[src/hw/mode_sel_pkg.sv]
// Package: constants and types shared by the operating mode selector
package mode_sel_pkg;

  // ----------------------------------------------------------------
  // Console characters
  // ----------------------------------------------------------------
  localparam logic [7:0] CHAR_UPDATE_REQ = 8'h06;
  localparam logic [7:0] CHAR_YES = 8'h4a;
  localparam logic [7:0] CHAR_NO = 8'h4e;

  // ----------------------------------------------------------------
  // Timing
  // ----------------------------------------------------------------
  localparam int CLK_HZ = 10000000;
  localparam int MAX_BAUD = 625000;
  // Shortest legal bit period in cycles, rounded up
  localparam int MIN_BIT_CYCLES = (CLK_HZ + MAX_BAUD - 1) / MAX_BAUD;
  localparam logic [15:0] BAUD_DIV_RESET = 16'h0010;
  localparam logic [15:0] BAUD_DIV_MIN = 16'(MIN_BIT_CYCLES);
  // Restart count loaded on entry; the restart pulse stands one cycle longer than this
  localparam logic [3:0] RESTART_CYCLES = 4'h8;

  // ----------------------------------------------------------------
  // Network
  // ----------------------------------------------------------------
  localparam logic [31:0] UPDATE_IP = 32'h0a0a0a0a;

  // ----------------------------------------------------------------
  // Modes and states
  // ----------------------------------------------------------------
  typedef enum logic [6:0] {
    ST_BOOT = 7'h01,
    ST_SELFTEST = 7'h02,
    ST_CFG_IDLE = 7'h04,
    ST_CFG_CONFIRM = 7'h08,
    ST_RESTART = 7'h10,
    ST_UPDATE = 7'h20,
    ST_EXCHANGE = 7'h40
  } state_e;

  typedef struct packed {
    logic exchange;
    logic cfg;
    logic update;
    logic debug;
  } mode_s;

  typedef struct packed {
    logic valid;
    logic [7:0] data;
  } char_s;

endpackage : mode_sel_pkg

[src/hw/operating_mode_selector.sv]
// Operating mode selector: picks exchange, debug, configuration or firmware-update mode
`timescale 1ns/1ps
module operating_mode_selector
(
  // Clock and reset
  input wire logic sys_clk,
  input wire logic nrst,
  // Strap pins
  input wire logic boot_select_n,
  input wire logic config_select_n,
  input wire logic debug_select_n,
  // Self-test handshake
  input wire logic selfTestDone,
  input wire logic selfTestPass,
  // Console characters received
  input wire mode_sel_pkg::char_s consoleRx,
  // Script-set bit rate
  input wire logic baudWrite,
  input wire logic [15:0] baudDivIn,
  // Mode outputs
  output mode_sel_pkg::mode_s mode,
  output logic selfTestStart,
  output logic cfgReady,
  output logic confirmQuery,
  output logic restartReq,
  output logic runScript,
  output logic [31:0] netAddr,
  output logic fixedAddrUse,
  output logic [15:0] baudDiv,
  output logic selfTestFail
);

  // ----------------------------------------------------------------
  // Pin synchronisers
  // ----------------------------------------------------------------
  logic bootSelSync;
  logic cfgSelSync;
  logic dbgSelSync;

  sync_2ff u_sync_boot (.sys_clk(sys_clk), .nrst(nrst), .din(boot_select_n), .dout(bootSelSync));
  sync_2ff u_sync_cfg (.sys_clk(sys_clk), .nrst(nrst), .din(config_select_n), .dout(cfgSelSync));
  sync_2ff u_sync_dbg (.sys_clk(sys_clk), .nrst(nrst), .din(debug_select_n), .dout(dbgSelSync));

  // ----------------------------------------------------------------
  // Mode state machine
  // ----------------------------------------------------------------
  mode_sel_pkg::state_e state;
  mode_sel_pkg::state_e next_state;
  logic [1:0] bootWait;
  logic [1:0] next_bootWait;
  logic [3:0] restartCnt;
  logic [3:0] next_restartCnt;
  logic updateLatched;
  logic next_updateLatched;
  logic debugLatched;
  logic next_debugLatched;
  logic next_selfTestFail;

  always_comb
  begin
    next_state = state;
    next_bootWait = bootWait;
    next_restartCnt = restartCnt;
    next_updateLatched = updateLatched;
    next_debugLatched = debugLatched;
    next_selfTestFail = selfTestFail;
    case (state)
      mode_sel_pkg::ST_BOOT:
      begin
        // Wait for synchronisers to carry the straps through
        if (bootWait != 2'h3)
        begin
          next_bootWait = bootWait + 2'h1;
        end
        else if (!bootSelSync || updateLatched)
        begin
          next_state = mode_sel_pkg::ST_UPDATE;
        end
        else if (!cfgSelSync)
        begin
          next_state = mode_sel_pkg::ST_SELFTEST;
          next_selfTestFail = 1'b0;
        end
        else
        begin
          next_debugLatched = !dbgSelSync;
          next_state = mode_sel_pkg::ST_EXCHANGE;
        end
      end
      mode_sel_pkg::ST_SELFTEST:
      begin
        if (selfTestDone)
        begin
          if (selfTestPass)
          begin
            next_state = mode_sel_pkg::ST_CFG_IDLE;
          end
          else
          begin
            // A failed test leaves the device parked here
            next_selfTestFail = 1'b1;
          end
        end
      end
      mode_sel_pkg::ST_CFG_IDLE:
      begin
        if (consoleRx.valid && consoleRx.data == mode_sel_pkg::CHAR_UPDATE_REQ)
        begin
          next_state = mode_sel_pkg::ST_CFG_CONFIRM;
        end
      end
      mode_sel_pkg::ST_CFG_CONFIRM:
      begin
        if (consoleRx.valid && consoleRx.data == mode_sel_pkg::CHAR_YES)
        begin
          next_state = mode_sel_pkg::ST_RESTART;
          next_updateLatched = 1'b1;
          next_restartCnt = mode_sel_pkg::RESTART_CYCLES;
        end
        else if (consoleRx.valid && consoleRx.data == mode_sel_pkg::CHAR_NO)
        begin
          next_state = mode_sel_pkg::ST_CFG_IDLE;
        end
      end
      mode_sel_pkg::ST_RESTART:
      begin
        if (restartCnt != 4'h0)
        begin
          next_restartCnt = restartCnt - 4'h1;
        end
        else
        begin
          next_bootWait = 2'h0;
          next_state = mode_sel_pkg::ST_BOOT;
        end
      end
      mode_sel_pkg::ST_UPDATE:
      begin
        // No exit short of reset: an update cannot be undone
        next_state = mode_sel_pkg::ST_UPDATE;
      end
      mode_sel_pkg::ST_EXCHANGE:
      begin
        next_state = mode_sel_pkg::ST_EXCHANGE;
      end
      default:
      begin
        next_state = mode_sel_pkg::ST_BOOT;
      end
    endcase
  end

  // Update request survives the internal restart, not an external reset
  always_ff @(posedge sys_clk)
  begin
    if (!nrst)
    begin
      state <= mode_sel_pkg::ST_BOOT;
      bootWait <= 2'h0;
      restartCnt <= 4'h0;
      updateLatched <= 1'b0;
      debugLatched <= 1'b0;
      selfTestFail <= 1'b0;
    end
    else
    begin
      state <= next_state;
      bootWait <= next_bootWait;
      restartCnt <= next_restartCnt;
      updateLatched <= next_updateLatched;
      debugLatched <= next_debugLatched;
      selfTestFail <= next_selfTestFail;
    end
  end

  // ----------------------------------------------------------------
  // Registered outputs
  // ----------------------------------------------------------------
  mode_sel_pkg::mode_s next_mode;
  logic next_selfTestStart;
  logic next_cfgReady;
  logic next_confirmQuery;
  logic next_restartReq;
  logic next_runScript;
  logic [31:0] next_netAddr;
  logic next_fixedAddrUse;
  logic [15:0] next_baudDiv;

  always_comb
  begin
    next_mode.update = (next_state == mode_sel_pkg::ST_UPDATE);
    next_mode.cfg = (next_state == mode_sel_pkg::ST_SELFTEST) || (next_state == mode_sel_pkg::ST_CFG_IDLE)
      || (next_state == mode_sel_pkg::ST_CFG_CONFIRM);
    next_mode.debug = (next_state == mode_sel_pkg::ST_EXCHANGE) && next_debugLatched;
    next_mode.exchange = (next_state == mode_sel_pkg::ST_EXCHANGE) && !next_debugLatched;
    next_selfTestStart = (next_state == mode_sel_pkg::ST_SELFTEST) && (state != mode_sel_pkg::ST_SELFTEST);
    next_cfgReady = (next_state == mode_sel_pkg::ST_CFG_IDLE);
    next_confirmQuery = (next_state == mode_sel_pkg::ST_CFG_CONFIRM) && (state != mode_sel_pkg::ST_CFG_CONFIRM);
    next_restartReq = (next_state == mode_sel_pkg::ST_RESTART);
    next_runScript = next_mode.exchange;
    next_fixedAddrUse = next_mode.update;
    next_netAddr = next_mode.update ? mode_sel_pkg::UPDATE_IP : 32'h00000000;
    next_baudDiv = baudDiv;
    if (baudWrite && next_mode.exchange)
    begin
      // Requests faster than the ceiling are clamped
      next_baudDiv = (baudDivIn < mode_sel_pkg::BAUD_DIV_MIN) ? mode_sel_pkg::BAUD_DIV_MIN : baudDivIn;
    end
  end

  always_ff @(posedge sys_clk)
  begin
    if (!nrst)
    begin
      mode <= '0;
      selfTestStart <= 1'b0;
      cfgReady <= 1'b0;
      confirmQuery <= 1'b0;
      restartReq <= 1'b0;
      runScript <= 1'b0;
      netAddr <= 32'h00000000;
      fixedAddrUse <= 1'b0;
      baudDiv <= mode_sel_pkg::BAUD_DIV_RESET;
    end
    else
    begin
      mode <= next_mode;
      selfTestStart <= next_selfTestStart;
      cfgReady <= next_cfgReady;
      confirmQuery <= next_confirmQuery;
      restartReq <= next_restartReq;
      runScript <= next_runScript;
      netAddr <= next_netAddr;
      fixedAddrUse <= next_fixedAddrUse;
      baudDiv <= next_baudDiv;
    end
  end

endmodule : operating_mode_selector

[src/hw/sync_2ff.sv]
// Two-flop synchroniser for a pin level
`timescale 1ns/1ps
module sync_2ff
(
  // Clock and reset
  input wire logic sys_clk,
  input wire logic nrst,
  // Level
  input wire logic din,
  output logic dout
);

  logic meta;
  logic next_meta;
  logic next_dout;

  always_comb
  begin
    next_meta = din;
    next_dout = meta;
  end

  // Resets to high: pins here are active low
  always_ff @(posedge sys_clk)
  begin
    if (!nrst)
    begin
      meta <= 1'b1;
      dout <= 1'b1;
    end
    else
    begin
      meta <= next_meta;
      dout <= next_dout;
    end
  end

endmodule : sync_2ff

[config.mk]
export PLATFORM = sky130hd
export DESIGN_NAME = operating_mode_selector
export DESIGN_NICKNAME = d
export VERILOG_FILES = /design/src/hw/mode_sel_pkg.sv /design/src/hw/operating_mode_selector.sv /design/src/hw/sync_2ff.sv
export SDC_FILE = /design/constraint.sdc
export NUM_CORES = 1
export LEC_CHECK = 0
export BUFFER_PORTS_ARGS = -buffer_cell sky130_fd_sc_hd__buf_2
export CAP_MARGIN = 20
export CORE_UTILIZATION = 48
export DETAILED_ROUTE_END_ITERATION = 10
export GPL_ROUTABILITY_DRIVEN = 0
export HOLD_SLACK_MARGIN = 0.12
export PLACE_DENSITY = 0.79
export SLEW_MARGIN = 20
export SYNTH_ARGS = -nofsm -noshare
export SYNTH_HDL_FRONTEND = slang
export SYNTH_SLANG_ARGS = --single-unit
[constraint.sdc]
create_clock -name sys_clk -period 2.1 [get_ports sys_clk]
set_input_delay 0.63 -clock sys_clk [delete_from_list [all_inputs] [get_ports sys_clk]]
set_output_delay 0.63 -clock sys_clk [all_outputs]
set_load 0.005 [all_outputs]
==> results.sh <==
export IMPL_dieArea_um2=5109
export IMPL_dr_pass1_iters=4
export IMPL_htree_num_levels=2
export IMPL_wl_per_cell_um=12.21
export IMPL_postCtsSetupRepairBufs=0
export IMPL_setup_ws_ps=136.3
export IMPL_timing_hold_ws_ps=409.1
export IMPL_synth_async_reset_ratio_pct=0
export IMPL_worstSetupPathType="flip-flop to flip-flop"
export IMPL_dpl_instance_area_um2=2525
export IMPL_crit_arrival_ps=2130
export IMPL_dieHeight_um=71.48
export IMPL_synth_cell_types=50
export IMPL_grt_pass1_vias=1758
export IMPL_max_vdd_ir_drop_uv=444.8
export IMPL_cts_resized=0
export IMPL_top_usage_layer="met2"
export IMPL_via_count=1918
export IMPL_power_density_nw_per_um2=763.8
export IMPL_fin_area_um2=2645
export IMPL_tritoncts="built"
export IMPL_post_place_ws_ps=8.541
export IMPL_use_met3_pct=4.641
export IMPL_whs_path_depth=1
export IMPL_syn_area_per_cell_um2=8.811
export IMPL_hold_class="flip-flop to flip-flop"
export IMPL_fill_cells=405
export IMPL_seq_area_frac_synth_pct=39.74
export IMPL_reg2regPathDepth=6
export IMPL_cp_data_required_time_ps=2260
export IMPL_synth_top_area_share_pct=39.74
export IMPL_place_hpwl_um=3488
export IMPL_path_max_fanout=4
export IMPL_detail_route_antenna_nets=0
export IMPL_antenna_found_initial=0
export IMPL_drcViolationCount=0
export IMPL_cap_violations=0
export IMPL_p_leak_nw=1.239
export IMPL_fmax_ghz=0.5093
export IMPL_gr_total_overflow=0
export IMPL_hold_violations=0
export IMPL_grt_max_degree=15
export IMPL_globalRouteMet1Util_pct=22.50
export IMPL_grt_pass1_wl_um=7652
export IMPL_yosysMostFrequentCell="dfxtp_1"
export IMPL_holdPathEnd="u_sync_dbg.dout"
export IMPL_ioPinCount=92
export IMPL_final_seq_area_um2=920.9
export IMPL_ff2ff_setup_slack_ps=140
export IMPL_startpoint_type="flip-flop"
export IMPL_nets=358
export IMPL_start_util_pct=51.44
export IMPL_clk_path_buf_depth=2
export IMPL_r2r_end="mode[2]"
export IMPL_ctsRootBufferMaster="clkbuf_8"
export IMPL_yosys_warnings=0
export IMPL_grt_usage_pct=18.91
export IMPL_dieWidth_um=71.48
export IMPL_use_met2_pct=33.12
export IMPL_setup_tns_ps=0
export IMPL_area_growth_pct=14.15
export IMPL_yosys_top_cells_count="dfxtp_1, buf_4, nor2_1"
export IMPL_hold_buffers=0
export IMPL_multi_input_area_um2=1136
export IMPL_synth_edf_count=0
export IMPL_yosys_area_top_type="dfxtp_1"
export IMPL_end_kind="flip-flop"
export IMPL_tritoncts_num_buffers=5
export IMPL_synth_cells=263
export IMPL_cts_sinks=46
export IMPL_io_buffer_count=67
export IMPL_synth_ff_type="dfxtp_1"
export IMPL_rows=24
export IMPL_min_period_over_period_pct=93.51
export IMPL_finalMaxSlewViolations=0
export IMPL_timing_final_crit_period_ps=1964
export IMPL_viasPerCell=5.128
export IMPL_rsz0062_at_grt="false"
export IMPL_synth_seq_cells=46
export IMPL_status="finished clean"
export IMPL_ys_top_cells_by_area="dfxtp_1, buf_4, nand3_1, o21ai_0, nor2_1"
export IMPL_n_antenna_cell=0
export IMPL_clk_insertion_delay_late_ps=300
export IMPL_path_clk_slew_ps=80
export IMPL_synth_area_um2=2317
export IMPL_wirelength_um=4565
export IMPL_r2r_start="restartCnt[0]"
export IMPL_core_area_um2=4504
export IMPL_drt_iter0_markers=135
export IMPL_setup_viol_count_final=0
export IMPL_clock_skew_final_ps=6.604
export IMPL_drive_gt1_share_pct=29.81
export IMPL_min_delay_start="u_sync_dbg.meta"
[worst max path at each step]
stage,from,endpoint,slack [ps],depth (start not counted)
5_1_grt,restartCnt[0],mode[2],10,6
3_5_place_dp,consoleRx[0],mode[2],9,6
6_report,restartCnt[0],mode[2],140,6
2_1_floorplan,consoleRx[0],mode[2],310,5
3_3_place_gp,consoleRx[0],mode[2],120,6
4_1_cts,restartCnt[0],mode[2],120,6
[sequential cells by signal (all words and copies together), names as in the netlist, 2 cells and up]
name	count
bootWait	2
restartCnt	4
state	7
baudDiv	16
mode	2
[power by group]
group	total, mW	internal [mW]	leakage, nW	switching [mW]
clock	0.662	0.381	0.0573	0.281
sequential	0.957	0.922	0.373	0.0350
combinational	0.402	0.177	0.809	0.224
total	2.02	1.48	1.24	0.540
[worst max-delay path, stage by stage, from the launching register on]
cell	delay (ps)
dfxtp_1	330
inv_1	100
ha_1	150
or3b_2	490
and3_2	260
nor3_1	320
o221ai_1	180
[final cells by class]
type,instances,area share [%]
timing repair buffer,73,14.38
multi-input combinational,188,42.95
inverter,8,1.135
clock inverter,1,1.135
clock buffer,6,3.122
sequential,46,34.82
tap,52,2.460
[placed cells by master (no fill, tap or decap), types with 6 or more instances in the layout]
cell,Yosys,layout
o21ai_0,18,18
conb_1,1,24
nor2b_1,7,7
nand2_1,14,14
a21oi_1,15,15
dfxtp_1,46,46
buf_2,0,67
nand3_1,18,18
mux2i_1,6,6
buf_4,35,6
nor3_1,6,6
nand2b_1,8,8
clkbuf_8,0,6
nor2_1,23,23
inv_1,8,8
[stage by stage]
stage	utilization (%)	total power, mW	std cells
global route	58.72	2.136	374
detailed placement	56.06	1.373	367
global placement	56.06	1.366	367
finish	58.72	2.020	374
CTS	58.56	2.034	374
floorplan	-	1.308	286
[routing by layer]
layer	share of wire, %	up-vias
met3	4.7	3
met1	43	880
li1	-	971
met2	52	64
met4	0.74	0
met5	0	-
[logic make-up after synthesis]
| group | after synthesis | share of synthesized area [%] |
|---|---|---|
| other cells | 1 | 0.1618 |
| flops | 46 | 39.74 |
| buf+inv | 52 | 15.28 |
| mux | 7 | 3.078 |
| simple gates | 102 | 25.22 |
| xor+xnor | 4 | 1.512 |
| fa+ha+maj | 3 | 1.620 |
| compound gates | 48 | 13.39 |
Power figures use the tool's default switching activity.
